===== config.mk =====
export PLATFORM = sky130hd
export DESIGN_NAME = acl_link_ctrl
export DESIGN_NICKNAME = d
export VERILOG_FILES = /design/src/core/acl_sync2.v /design/src/core/acl_link_ctrl.v
export VERILOG_INCLUDE_DIRS = /design/src /design/src/core
export SDC_FILE = /design/constraint.sdc
export NUM_CORES = 1
export LEC_CHECK = 0
export CORE_MARGIN = 2
export CORE_UTILIZATION = 67
export CTS_BUF_LIST = sky130_fd_sc_hd__clkbuf_4 sky130_fd_sc_hd__clkbuf_8
export DETAILED_ROUTE_END_ITERATION = 6
export DONT_BUFFER_PORTS = 1
export PLACE_DENSITY = 0.81
export REMOVE_ABC_BUFFERS = 1
export SETUP_SLACK_MARGIN = 0.2
export SYNTH_ARGS = -nofsm -noshare
export SYNTH_HDL_FRONTEND = slang
export SYNTH_SLANG_ARGS = --single-unit

===== constraint.sdc =====
create_clock -name aclk -period 7.1 [get_ports aclk]
set_input_delay 0.355 -clock aclk [delete_from_list [all_inputs] [get_ports aclk]]
set_output_delay 0.355 -clock aclk [all_outputs]
set_load 0.005 [all_outputs]

===== src/core/acl_defines.vh =====
`ifndef ACL_DEFINES_VH
`define ACL_DEFINES_VH

// ----------------------------------------------------------------
// register byte offsets
// ----------------------------------------------------------------
`define ACL_OFF_CTRL      8'h00
`define ACL_OFF_STATUS    8'h04
`define ACL_OFF_INT_STAT  8'h08
`define ACL_OFF_INT_MASK  8'h0C
`define ACL_OFF_OUT_LEFT  8'h10
`define ACL_OFF_OUT_RIGHT 8'h14
`define ACL_OFF_IN_LEFT   8'h18
`define ACL_OFF_IN_RIGHT  8'h1C

// ----------------------------------------------------------------
// control fields and reset value
// ----------------------------------------------------------------
`define ACL_CTRL_SHUTOFF  0
`define ACL_CTRL_RUN      1
`define ACL_CTRL_MODE_LO  2
`define ACL_CTRL_MODE_HI  3
`define ACL_CTRL_PRI_LO   4
`define ACL_CTRL_PRI_HI   5
`define ACL_CTRL_SEC_LO   6
`define ACL_CTRL_SEC_HI   7
`define ACL_CTRL_RESET    8'h01

// ----------------------------------------------------------------
// channel modes and codec kinds
// ----------------------------------------------------------------
`define ACL_MODE_2CH      2'h0
`define ACL_MODE_4CH      2'h1
`define ACL_MODE_6CH      2'h2
`define ACL_KIND_NONE     2'h0
`define ACL_KIND_AUDIO    2'h1
`define ACL_KIND_MODEM    2'h2
`define ACL_KIND_AUDMODEM 2'h3

// ----------------------------------------------------------------
// interrupt bits
// ----------------------------------------------------------------
`define ACL_INT_FRAME     0
`define ACL_INT_WAKE      1
`define ACL_INT_TAKEN     2

// ----------------------------------------------------------------
// frame layout
// ----------------------------------------------------------------
`define ACL_SLOTS         4'hC
`define ACL_TAG_LAST      5'h0F
`define ACL_SLOT_LAST     5'h13
`define ACL_MSB           5'h13
`define ACL_TAG_FRAME     15
`define ACL_TAG_S3        12
`define ACL_TAG_S4        11
`define ACL_TAG_S6        9
`define ACL_TAG_S7        8
`define ACL_TAG_S8        7
`define ACL_TAG_S9        6
`define ACL_REQ_S3        11
`define ACL_REQ_S4        10
`define ACL_REQ_S6        8
`define ACL_REQ_S7        7
`define ACL_REQ_S8        6
`define ACL_REQ_S9        5
`define ACL_READY_BIT     15
`define ACL_RESP_OKAY     2'h0
`define ACL_RESP_SLVERR   2'h2

`endif


===== src/core/acl_sync2.v =====
`timescale 1ns/10ps
// two-flop synchroniser; the first stage feeds only the second
module acl_sync2 (
    input  wire aclk,
    input  wire aresetn,
    input  wire din,
    output reg  dout
);
    reg meta;

    always @(posedge aclk) begin
        if (!aresetn) begin
            meta <= 1'b0;
            dout <= 1'b0;
        end else begin
            meta <= din;
            dout <= meta;
        end
    end
endmodule


===== src/core/acl_link_ctrl.v =====
`timescale 1ns/10ps
module acl_link_ctrl (
    input  wire        aclk,
    input  wire        aresetn,
    input  wire [7:0]  s_axi_awaddr,
    input  wire        s_axi_awvalid,
    output wire        s_axi_awready,
    input  wire [31:0] s_axi_wdata,
    input  wire [3:0]  s_axi_wstrb,
    input  wire        s_axi_wvalid,
    output wire        s_axi_wready,
    output reg  [1:0]  s_axi_bresp,
    output reg         s_axi_bvalid,
    input  wire        s_axi_bready,
    input  wire [7:0]  s_axi_araddr,
    input  wire        s_axi_arvalid,
    output wire        s_axi_arready,
    output reg  [31:0] s_axi_rdata,
    output reg  [1:0]  s_axi_rresp,
    output reg         s_axi_rvalid,
    input  wire        s_axi_rready,
    input  wire        link_bit_clock,
    input  wire        serial_in_line_first,
    input  wire        serial_in_line_second,
    input  wire        board_codec_enable_n,
    output reg         serial_out_line,
    output reg         frame_sync,
    output reg         codec_reset_n,
    output reg         link_pull_enable,
    output reg         wake_request,
    output wire        irq
);
`include "acl_defines.vh"

    // ------------------------------------------------------------
    // input synchronisers
    // ------------------------------------------------------------
    wire bclk_s;
    wire sdin0_s;
    wire sdin1_s;
    wire board_en_n_s;

    acl_sync2 u_sync_bclk (.aclk(aclk), .aresetn(aresetn), .din(link_bit_clock), .dout(bclk_s));
    acl_sync2 u_sync_in0  (.aclk(aclk), .aresetn(aresetn), .din(serial_in_line_first), .dout(sdin0_s));
    acl_sync2 u_sync_in1  (.aclk(aclk), .aresetn(aresetn), .din(serial_in_line_second), .dout(sdin1_s));
    acl_sync2 u_sync_ben  (.aclk(aclk), .aresetn(aresetn), .din(board_codec_enable_n), .dout(board_en_n_s));

    // ------------------------------------------------------------
    // registers
    // ------------------------------------------------------------
    reg  [7:0]  ctrl;
    reg  [2:0]  int_stat;
    reg  [2:0]  int_mask;
    reg  [19:0] out_left;
    reg  [19:0] out_right;
    reg  [19:0] in_left;
    reg  [19:0] in_right;
    reg         pri_ready;
    reg         sec_ready;
    reg  [11:2] pri_req;
    reg  [11:2] sec_req;

    wire        shutoff  = ctrl[`ACL_CTRL_SHUTOFF];
    wire [1:0]  mode     = ctrl[`ACL_CTRL_MODE_HI:`ACL_CTRL_MODE_LO];
    wire [1:0]  pri_kind = ctrl[`ACL_CTRL_PRI_HI:`ACL_CTRL_PRI_LO];
    wire [1:0]  sec_kind = ctrl[`ACL_CTRL_SEC_HI:`ACL_CTRL_SEC_LO];

    // pairing check: a secondary needs an audio primary
    wire cfg_ok = (pri_kind != `ACL_KIND_NONE) &&
                  ((sec_kind == `ACL_KIND_NONE) || (pri_kind == `ACL_KIND_AUDIO));
    // second line used only when a secondary is declared
    wire sec_used = (sec_kind != `ACL_KIND_NONE);
    wire link_on  = !shutoff && ctrl[`ACL_CTRL_RUN] && cfg_ok;

    // ------------------------------------------------------------
    // bit clock edges
    // ------------------------------------------------------------
    reg  bclk_d;
    wire bclk_rise = bclk_s & ~bclk_d;
    wire bclk_fall = ~bclk_s & bclk_d;

    // ------------------------------------------------------------
    // frame position and output slots
    // ------------------------------------------------------------
    reg  [3:0]  slot;
    reg  [4:0]  pos;
    reg         send_pcm;
    reg  [19:0] lat_left;
    reg  [19:0] lat_right;
    reg  [19:0] sh0;
    reg  [19:0] sh1;
    reg         ev_frame;
    reg         ev_taken;
    reg         ev_wake;
    reg         sdin_any_d;

    wire [4:0]  slot_last = (slot == 4'h0) ? `ACL_TAG_LAST : `ACL_SLOT_LAST;
    wire        at_end    = (pos == slot_last);
    wire        frame_end = at_end && (slot == `ACL_SLOTS);
    wire [3:0]  next_slot = frame_end ? 4'h0 : (at_end ? slot + 4'h1 : slot);
    wire [4:0]  next_pos  = at_end ? 5'h00 : pos + 5'h01;

    // slot requests are active low; secondary needed in 4 and 6 channel modes
    wire pri_go = ~pri_req[`ACL_REQ_S3] & ~pri_req[`ACL_REQ_S4];
    wire sec4   = ~sec_req[`ACL_REQ_S7] & ~sec_req[`ACL_REQ_S8];
    wire sec6   = sec4 & ~sec_req[`ACL_REQ_S6] & ~sec_req[`ACL_REQ_S9];
    wire go     = pri_go && ((mode == `ACL_MODE_2CH) ? 1'b1 :
                             (mode == `ACL_MODE_4CH) ? sec4 : sec6);
    wire pcm_now = frame_end ? go : send_pcm;

    reg [15:0] tag;
    reg [19:0] word;
    always @* begin
        tag = 16'h0000;
        tag[`ACL_TAG_FRAME] = pcm_now;
        tag[`ACL_TAG_S3] = pcm_now;
        tag[`ACL_TAG_S4] = pcm_now;
        if (mode != `ACL_MODE_2CH) begin
            tag[`ACL_TAG_S7] = pcm_now;
            tag[`ACL_TAG_S8] = pcm_now;
        end
        if (mode == `ACL_MODE_6CH) begin
            tag[`ACL_TAG_S6] = pcm_now;
            tag[`ACL_TAG_S9] = pcm_now;
        end
        case (next_slot)
            4'h0: word = {tag, 4'h0};
            4'h3: word = tag[`ACL_TAG_S3] ? lat_left : 20'h00000;
            4'h4: word = tag[`ACL_TAG_S4] ? lat_right : 20'h00000;
            4'h6: word = tag[`ACL_TAG_S6] ? lat_left : 20'h00000;
            4'h7: word = tag[`ACL_TAG_S7] ? lat_left : 20'h00000;
            4'h8: word = tag[`ACL_TAG_S8] ? lat_right : 20'h00000;
            4'h9: word = tag[`ACL_TAG_S9] ? lat_right : 20'h00000;
            default: word = 20'h00000;
        endcase
    end

    wire [19:0] cap0 = {sh0[18:0], sdin0_s};
    wire [19:0] cap1 = {sh1[18:0], sdin1_s};

    always @(posedge aclk) begin
        if (!aresetn) begin
            bclk_d          <= 1'b0;
            slot            <= `ACL_SLOTS;
            pos             <= `ACL_SLOT_LAST;
            send_pcm        <= 1'b0;
            lat_left        <= 20'h00000;
            lat_right       <= 20'h00000;
            serial_out_line <= 1'b0;
            frame_sync      <= 1'b0;
            sh0             <= 20'h00000;
            sh1             <= 20'h00000;
            in_left         <= 20'h00000;
            in_right        <= 20'h00000;
            pri_ready       <= 1'b0;
            sec_ready       <= 1'b0;
            pri_req         <= 10'h3FF;
            sec_req         <= 10'h3FF;
            ev_frame        <= 1'b0;
            ev_taken        <= 1'b0;
        end else begin
            bclk_d   <= bclk_s;
            ev_frame <= 1'b0;
            ev_taken <= 1'b0;
            if (!link_on) begin
                // link idle: next rising edge opens a fresh frame
                slot            <= `ACL_SLOTS;
                pos             <= `ACL_SLOT_LAST;
                serial_out_line <= 1'b0;
                frame_sync      <= 1'b0;
                send_pcm        <= 1'b0;
            end else if (bclk_rise) begin
                slot            <= next_slot;
                pos             <= next_pos;
                serial_out_line <= word[`ACL_MSB - next_pos];
                // sync high through the tag slot
                frame_sync      <= (next_slot == 4'h0);
                if (frame_end) begin
                    // data released only once requests are in
                    send_pcm  <= go;
                    ev_frame  <= 1'b1;
                    ev_taken  <= go;
                    if (go) begin
                        lat_left  <= out_left;
                        lat_right <= out_right;
                    end
                end
            end else if (bclk_fall) begin
                // tag and request slots captured from both return lines, slots 3 and 4 from the first only
                sh0 <= cap0;
                sh1 <= cap1;
                if (at_end) begin
                    case (slot)
                        4'h0: begin
                            pri_ready <= cap0[`ACL_READY_BIT];
                            sec_ready <= sec_used & cap1[`ACL_READY_BIT];
                        end
                        4'h1: begin
                            pri_req <= cap0[11:2];
                            sec_req <= sec_used ? cap1[11:2] : 10'h3FF;
                        end
                        4'h3: in_left  <= cap0;
                        4'h4: in_right <= cap0;
                        default: sh0 <= cap0;
                    endcase
                end
            end
        end
    end

    // ------------------------------------------------------------
    // wake, reset and pull control
    // ------------------------------------------------------------
    wire sdin_any = sdin0_s | (sec_used & sdin1_s);

    always @(posedge aclk) begin
        if (!aresetn) begin
            sdin_any_d       <= 1'b0;
            ev_wake          <= 1'b0;
            codec_reset_n    <= 1'b0;
            link_pull_enable <= 1'b1;
            wake_request     <= 1'b0;
        end else begin
            sdin_any_d       <= sdin_any;
            // rise on a return line while the link is off
            ev_wake          <= shutoff & sdin_any & ~sdin_any_d;
            // codec held in reset until software runs the link
            codec_reset_n    <= ctrl[`ACL_CTRL_RUN];
            link_pull_enable <= shutoff;
            wake_request     <= int_stat[`ACL_INT_WAKE];
        end
    end

    // ------------------------------------------------------------
    // axi4-lite slave
    // ------------------------------------------------------------
    reg        aw_full;
    reg        w_full;
    reg [7:0]  aw_addr;
    reg [31:0] w_data;
    reg [3:0]  w_strb;

    assign s_axi_awready = !aw_full;
    assign s_axi_wready  = !w_full;
    assign s_axi_arready = !s_axi_rvalid;
    assign irq           = |(int_stat & int_mask);

    wire do_wr = aw_full && w_full && !s_axi_bvalid;
    wire wr_ok = (aw_addr[7:5] == 3'h0) && (aw_addr[1:0] == 2'h0);
    wire [31:0] wmask = {{8{w_strb[3]}}, {8{w_strb[2]}}, {8{w_strb[1]}}, {8{w_strb[0]}}};
    wire [2:0]  ev_bits = {ev_taken, ev_wake, ev_frame};
    wire [2:0]  clr = (do_wr && aw_addr == `ACL_OFF_INT_STAT) ? (w_data[2:0] & wmask[2:0]) : 3'h0;

    always @(posedge aclk) begin
        if (!aresetn) begin
            aw_full      <= 1'b0;
            w_full       <= 1'b0;
            aw_addr      <= 8'h00;
            w_data       <= 32'h00000000;
            w_strb       <= 4'h0;
            s_axi_bvalid <= 1'b0;
            s_axi_bresp  <= `ACL_RESP_OKAY;
            ctrl         <= `ACL_CTRL_RESET;
            int_mask     <= 3'h0;
            int_stat     <= 3'h0;
            out_left     <= 20'h00000;
            out_right    <= 20'h00000;
        end else begin
            if (s_axi_awvalid && !aw_full) begin
                aw_full <= 1'b1;
                aw_addr <= s_axi_awaddr;
            end
            if (s_axi_wvalid && !w_full) begin
                w_full <= 1'b1;
                w_data <= s_axi_wdata;
                w_strb <= s_axi_wstrb;
            end
            if (s_axi_bvalid && s_axi_bready) begin
                s_axi_bvalid <= 1'b0;
            end
            // new events win over a same-cycle clear
            int_stat <= (int_stat & ~clr) | ev_bits;
            if (do_wr) begin
                aw_full      <= 1'b0;
                w_full       <= 1'b0;
                s_axi_bvalid <= 1'b1;
                s_axi_bresp  <= wr_ok ? `ACL_RESP_OKAY : `ACL_RESP_SLVERR;
                case (aw_addr)
                    `ACL_OFF_CTRL:      ctrl      <= (ctrl & ~wmask[7:0]) | (w_data[7:0] & wmask[7:0]);
                    `ACL_OFF_INT_MASK:  int_mask  <= (int_mask & ~wmask[2:0]) | (w_data[2:0] & wmask[2:0]);
                    `ACL_OFF_OUT_LEFT:  out_left  <= (out_left & ~wmask[19:0]) | (w_data[19:0] & wmask[19:0]);
                    `ACL_OFF_OUT_RIGHT: out_right <= (out_right & ~wmask[19:0]) | (w_data[19:0] & wmask[19:0]);
                    default:            ctrl      <= ctrl;
                endcase
            end
        end
    end

    reg [31:0] rd_val;
    reg        rd_ok;
    always @* begin
        rd_ok  = 1'b1;
        rd_val = 32'h00000000;
        case (s_axi_araddr)
            `ACL_OFF_CTRL:      rd_val = {24'h000000, ctrl};
            // board enable level shown to firmware
            `ACL_OFF_STATUS:    rd_val = {27'h0000000, link_on, sec_ready, pri_ready, board_en_n_s, cfg_ok};
            `ACL_OFF_INT_STAT:  rd_val = {29'h00000000, int_stat};
            `ACL_OFF_INT_MASK:  rd_val = {29'h00000000, int_mask};
            `ACL_OFF_OUT_LEFT:  rd_val = {12'h000, out_left};
            `ACL_OFF_OUT_RIGHT: rd_val = {12'h000, out_right};
            `ACL_OFF_IN_LEFT:   rd_val = {12'h000, in_left};
            `ACL_OFF_IN_RIGHT:  rd_val = {12'h000, in_right};
            default:            rd_ok  = 1'b0;
        endcase
    end

    always @(posedge aclk) begin
        if (!aresetn) begin
            s_axi_rvalid <= 1'b0;
            s_axi_rdata  <= 32'h00000000;
            s_axi_rresp  <= `ACL_RESP_OKAY;
        end else if (s_axi_arvalid && !s_axi_rvalid) begin
            s_axi_rvalid <= 1'b1;
            s_axi_rdata  <= rd_val;
            s_axi_rresp  <= rd_ok ? `ACL_RESP_OKAY : `ACL_RESP_SLVERR;
        end else if (s_axi_rready) begin
            s_axi_rvalid <= 1'b0;
        end
    end
endmodule


# Yosys cells after proc, flatten, opt, wreduce, memory -nomap -nowiden
# Cells that the tools add are included.
[word_totals]
out_inout_bits = 47
inputBits = 63
word_cells = 192
register_bits = 286
[op_classes]
n_eq_ne = 25
mux = 29
addsub = 3
reduce_logical = 48
order_cmp = 1
bitwise_logic = 40
[ops]
columns = ["cell", "count"]
rows = [
  ["$pmux 20 s8", 1],
  ["$pmux 20 s7", 1],
  ["$mux 20", 6],
  ["$and 20x20->20", 3],
  ["$eq 8x5->1 const B", 6],
  ["$or 20x20->20", 2],
  ["$eq 8x4->1 const B", 4],
  ["$not 20->20", 1],
  ["$reduce_and 5->1", 4],
  ["$and 8x8->8", 2],
  ["$eq 4x3->1 const B", 4],
  ["$logic_not 8->1", 2],
  ["$logic_and 1x1->1", 13],
  ["$and 3x3->3", 4],
  ["$eq 4x4->1 const B", 3],
  ["$mux 1", 11],
  ["$not 1->1", 11],
  ["$and 1x1->1", 10],
  ["$mux 5", 2],
  ["$reduce_and 2->1", 5],
  ["$reduce_bool 2->1", 5],
  ["$eq 4x2->1 const B", 2],
  ["$eq 8x3->1 const B", 1],
  ["$logic_not 4->1", 2],
  ["27 further kinds", 41],
]

# Longest topological paths before layout
[depth]
depth_word = 13
depth_mapped = 17
depth_no_buf = 14

# Cells and area by module
# Synthesis repeated with hierarchy kept, for this count alone.
[hier_totals]
hier_cells = 1347
area_unflattened_um2 = 11322.1
[modules_own_cells]
columns = ["module", "seq_area_each_um2", "area_per_inst_um2", "instances", "cells_per_inst"]
rows = [
  ["acl_link_ctrl", 5064.9, 11111.9, 1, 1331],
  ["acl_sync2", 40.0, 52.6, 4, 4],
]

# Worst setup path before layout
# No wires, ideal clock.
[synth_timing]
kind = "reg-to-reg"
from = "register slot[0]"
to = "register serial_out_line"
t_required_ns = 7.026
path_buffers = 2
setup_time_ns = 0.074
setup_slack_ns = 3.605
path_stages_with_launch = 15
t_arrival_ns = 3.420
period_less_slack_ns = 3.495
path_cell_list = "dfxtp_1 -> buf_4 -> inv_1 -> ha_1 -> or3b_1 -> a22o_1 -> buf_6 -> nor2_1 -> clkinv_1 -> ha_1 -> nor4_1 -> o211ai_1 -> or4_1 -> o311a_1 -> a31oi_1"
[synth_via]
elab_chain_len = 10
elab_cells_between_ends = 29
cone_classes = "add/sub (2); eq/ne (8); mux (16); reduce/logical (3)"
[synth_rtl]
columns = ["element", "line", "rtl"]
rows = [
  ["start, declared", "acl_link_ctrl.v:85", "reg [3:0] slot;"],
  ["start signal, assigned", "acl_link_ctrl.v:144", "slot <= `ACL_SLOTS;"],
  ["start signal, assigned", "acl_link_ctrl.v:167", "slot <= `ACL_SLOTS;"],
  ["start signal, assigned", "acl_link_ctrl.v:173", "slot <= next_slot;"],
  ["$logic_not 4->1", "acl_link_ctrl.v:97", "wire [4:0] slot_last = (slot == 4'h0) ? `ACL_TAG_LAST : `ACL_SLOT_LAST;"],
  ["$mux 5 (no source line)", "--", ""],
  ["$eq 5x5->1", "acl_link_ctrl.v:98", "wire at_end = (pos == slot_last);"],
  ["$logic_and 1x1->1", "acl_link_ctrl.v:99", "wire frame_end = at_end && (slot == `ACL_SLOTS);"],
  ["$mux 1", "--", ""],
  ["$mux 1 / $mux 2 (equally long branches)", "acl_link_ctrl.v:122, acl_link_ctrl.v:118", ""],
  ["$mux 20 (on tied branches)", "--", ""],
  ["$pmux 20 s7", "acl_link_ctrl.v:126", "case (next_slot)"],
  ["$bmux 1 s5 (*)", "acl_link_ctrl.v:175", "serial_out_line <= word[`ACL_MSB - next_pos];"],
  ["$mux 1 (*)", "acl_link_ctrl.v:175", ""],
  ["end signal, assigned", "acl_link_ctrl.v:175", ""],
  ["end, declared", "acl_link_ctrl.v:26", "output reg serial_out_line,"],
]
# Mark *: on every way between the ends. The rest lies on a longest branch, timed or not. The select of a mux whose other input is x is not followed.
# A chain may end at the register's enable or synchronous reset.

# Worst setup path in the final report
# Same ends and word-level chain as after synthesis.

==> run metrics <==
DP Area 11400 um2; RSZ-0062 raised after global routing false; crit path time final 4630 ps; CTS Buffer Depth 3; CTS H-Tree Depth 2; mapped cell area 11500 um2; highest clock rate 0.216 GHz; WP data arrival 5140 ps; die height 135 um; row count 47; kind of critical path flop to flop; post-synthesis mux area share 5.57%; status finished clean; Post-Syn Area per Cell 8.57 um2; synthesis-stage register bit count 261; share of cells above drive strength 1 7.70%; Slew @ Worst Pin 1150 ps; largest family of logic cells by synthesized area simple AND/OR/NAND/NOR gates; reg2reg end serial_out_line; Worst VDD drop 0.183 mV; Comb power frac 3.9%; Main synth FF type dfxtp_1; Synth Area in Simple Gates 22.5%; CTS tree done; P_leak 4.64 nW; CP startpoint slot[0]; Final Setup Violations 0; Core Region 16600 um2; cts hold-fix bufs 42; crit path to serial_out_line; switching share of power 22.7%; Synth cell types 72; Final Instance Area 12700 um2; CP endpoint kind flop; Clock Sink Count 261; DR vias 9724; grt met1 use 43.7%; YS warnings 0; final non-filler cell total 1596; sw power 0.669 mW; final design utilization 76.6%; NumNets Final 1416; Synth Area in Adders 0.545%; Post-synth EDFFs 0; die area 18200 um2; DRC 0; critical path fanouts, max 19; post-CTS resize count 0; clk slew on worst S/H paths 70 ps; Seq pwr share 51.3%; Routed Antenna Nets 0; Pint 2.28 mW; total gr overflow 0; Worst R2R Start slot[0]; die width 135 um; IO Port Bufs 0; final period utilization 65.2%; first drt pass iteration count 6; Power Dens Cells 231 nW/um2; sequential area share after synthesis 45.6%; Compound-Gate Fraction of Synth Area 20.8%; Post-Synthesis Cells 1338; largest net degree at the start of global routing 244; HP Class input port to flop; Total Routing Usage GR 33.0%; Fin. Hold Viols 0; Post-Route Skew 34.4 ps; WL final 30100 um; max_cap viols 0; Routed WL per cell 18.9 um; later-pin clock latency in the skew report 570 ps; first-pass GRT wire length 48000 um; # diodes 0; initial antenna violation count 1; Slew HR 22.3%; CP startpoint kind flop; initial core utilization 68.9%; DR iter-0 viols 721; Clock Root Buffer clkbuf_8; Clk pwr share 44.8%; reg2reg setup slack 2470 ps; number of global-route vias before repair 9193; clock buffer count from CTS 41; setup_tns 0 ps; placed insts 1482; CP required 7600 ps; Avg Vias per Cell 6.09; top-level I/O count 110; RePlAce Congestion 0.979; hpwl dp 18300 um; layout overhead on the synthesized area 11.1%; R2R depth 12; xor/xnor share of the synthesized area 0.382%; GR peak layer met2; Post-CTS Setup Bufs 0; Max Slew Vio Count 0; met3 Usage GRT 6.94%; asr flop ratio synth 0%; GRT met2 Usage 50.6%
==> how the worst min path moves through the flow <==
| stage | startpoint | cells past startpoint | to | slack, ps |
|---|---|---|---|---|
| 6_report | aresetn | 1 | ev_taken | 50 |
| 3_5_place_dp | u_sync_in0.meta | 1 | u_sync_in0.dout | 420 |
| 5_1_grt | aresetn | 1 | ev_taken | 40 |
| 4_1_cts | aresetn | 2 | s_axi_rdata[12] | 8 |
| 3_3_place_gp | u_sync_in0.meta | 1 | u_sync_in0.dout | 410 |
| 2_1_floorplan | u_sync_bclk.meta | 1 | u_sync_bclk.dout | 410 |
==> power by group through the flow <==
stage	clock, mW	sequential (mW)	combinational [mW]
2_1_floorplan	0	1.53	0.0602
3_3_place_gp	0	1.54	0.0705
3_5_place_dp	0	1.54	0.0732
4_1_cts	1.33	1.51	0.111
5_1_grt	1.39	1.51	0.127
6_report	1.32	1.51	0.116
==> placed cells by master (no fill, tap or decap), drive strengths merged, types with 22 or more instances in the layout <==
cell type,synthesis,routed
nand2,343,343
clkbuf,74,68
o21ai,40,40
nor2,41,41
dlygate4sd3,0,42
mux2i,59,59
a21oi,22,22
a21boi,149,149
dfxtp,261,261
nor2b,62,62
a22oi,28,28
==> stage by stage <==
step                hold WS, ps  worst slack, ps  total power [mW]
floorplan                   412             2810              1.59
global placement            413             2660              1.61
detailed placement          419             2590              1.62
CTS                        8.01             2600              2.95
global route               40.4             2180              3.03
finish                     53.7             2470              2.95
==> metal layers <==
layer / share of wire, % / wire length, um / up-vias
li1: - / - / 4639
met1: 43 / 12800 / 4589
met2: 45 / 13400 / 403
met3: 7.8 / 2340 / 91
met4: 5.1 / 1520 / 2
met5: 0.046 / 14 / -
==> critical path: stages (launching register included) <==
cell      delay [ps]
dfxtp_1          400
inv_1            200
ha_1             390
or3b_1           410
a22o_1           530
nor2_1           550
clkinv_1         370
ha_1             430
nor4_1           320
o211ai_1         150
or4_1            530
o311a_1          140
a31oi_1          160
==> Yosys cell counts, drive strengths merged, types with 3 or more instances <==
cell    instances  area, um2
o21ai          40        200
a41oi           3       33.8
a221o           5       50.1
and2           19        120
o211ai          9       67.6
nand3b          4       30.0
buf            27        205
a31oi          18        113
nor3           20        100
dfxtp         261       5230
xnor2           4       35.0
a211oi          8       60.1
nor3b           6       45.0
nor4            6       43.8
nand2         343       1290
or4b            3       30.0
a21oi          22        110
mux2i          59        591
a22oi          28        210
ha              5       62.6
a222oi          7       70.1
a211o           8       70.1
clkbuf         74        278
a21boi        149       1120
nor2           41        156
nand2b         12       75.1
o211a           4       40.0
or3             7       43.8
inv            10       37.5
nor2b          62        388
and3            7       43.8
nand4           3       18.8
a221oi         11       96.3
nand3          18       90.1
==> cell families after synthesis <==
family,count (synthesis)
flip-flops,261
buffers and inverters,112
XOR/XNOR,5
multiplexers,62
AO/OA/AOI/OAI,329
adder cells (fa/ha/maj),5
other,1
AND/OR/NAND/NOR,563
==> final cells by class <==
class                           count  area (um2)
Multi-Input combinational cell    978        5800
Tap cell                          220         275
Sequential cell                   261        5230
Inverter                           11        41.3
Timing Repair Buffer               55         538
Fill cell                        1221        3900
Clock inverter                      3        28.8
Clock buffer                       68         830
No activity file was read; power rests on OpenSTA's default activity.
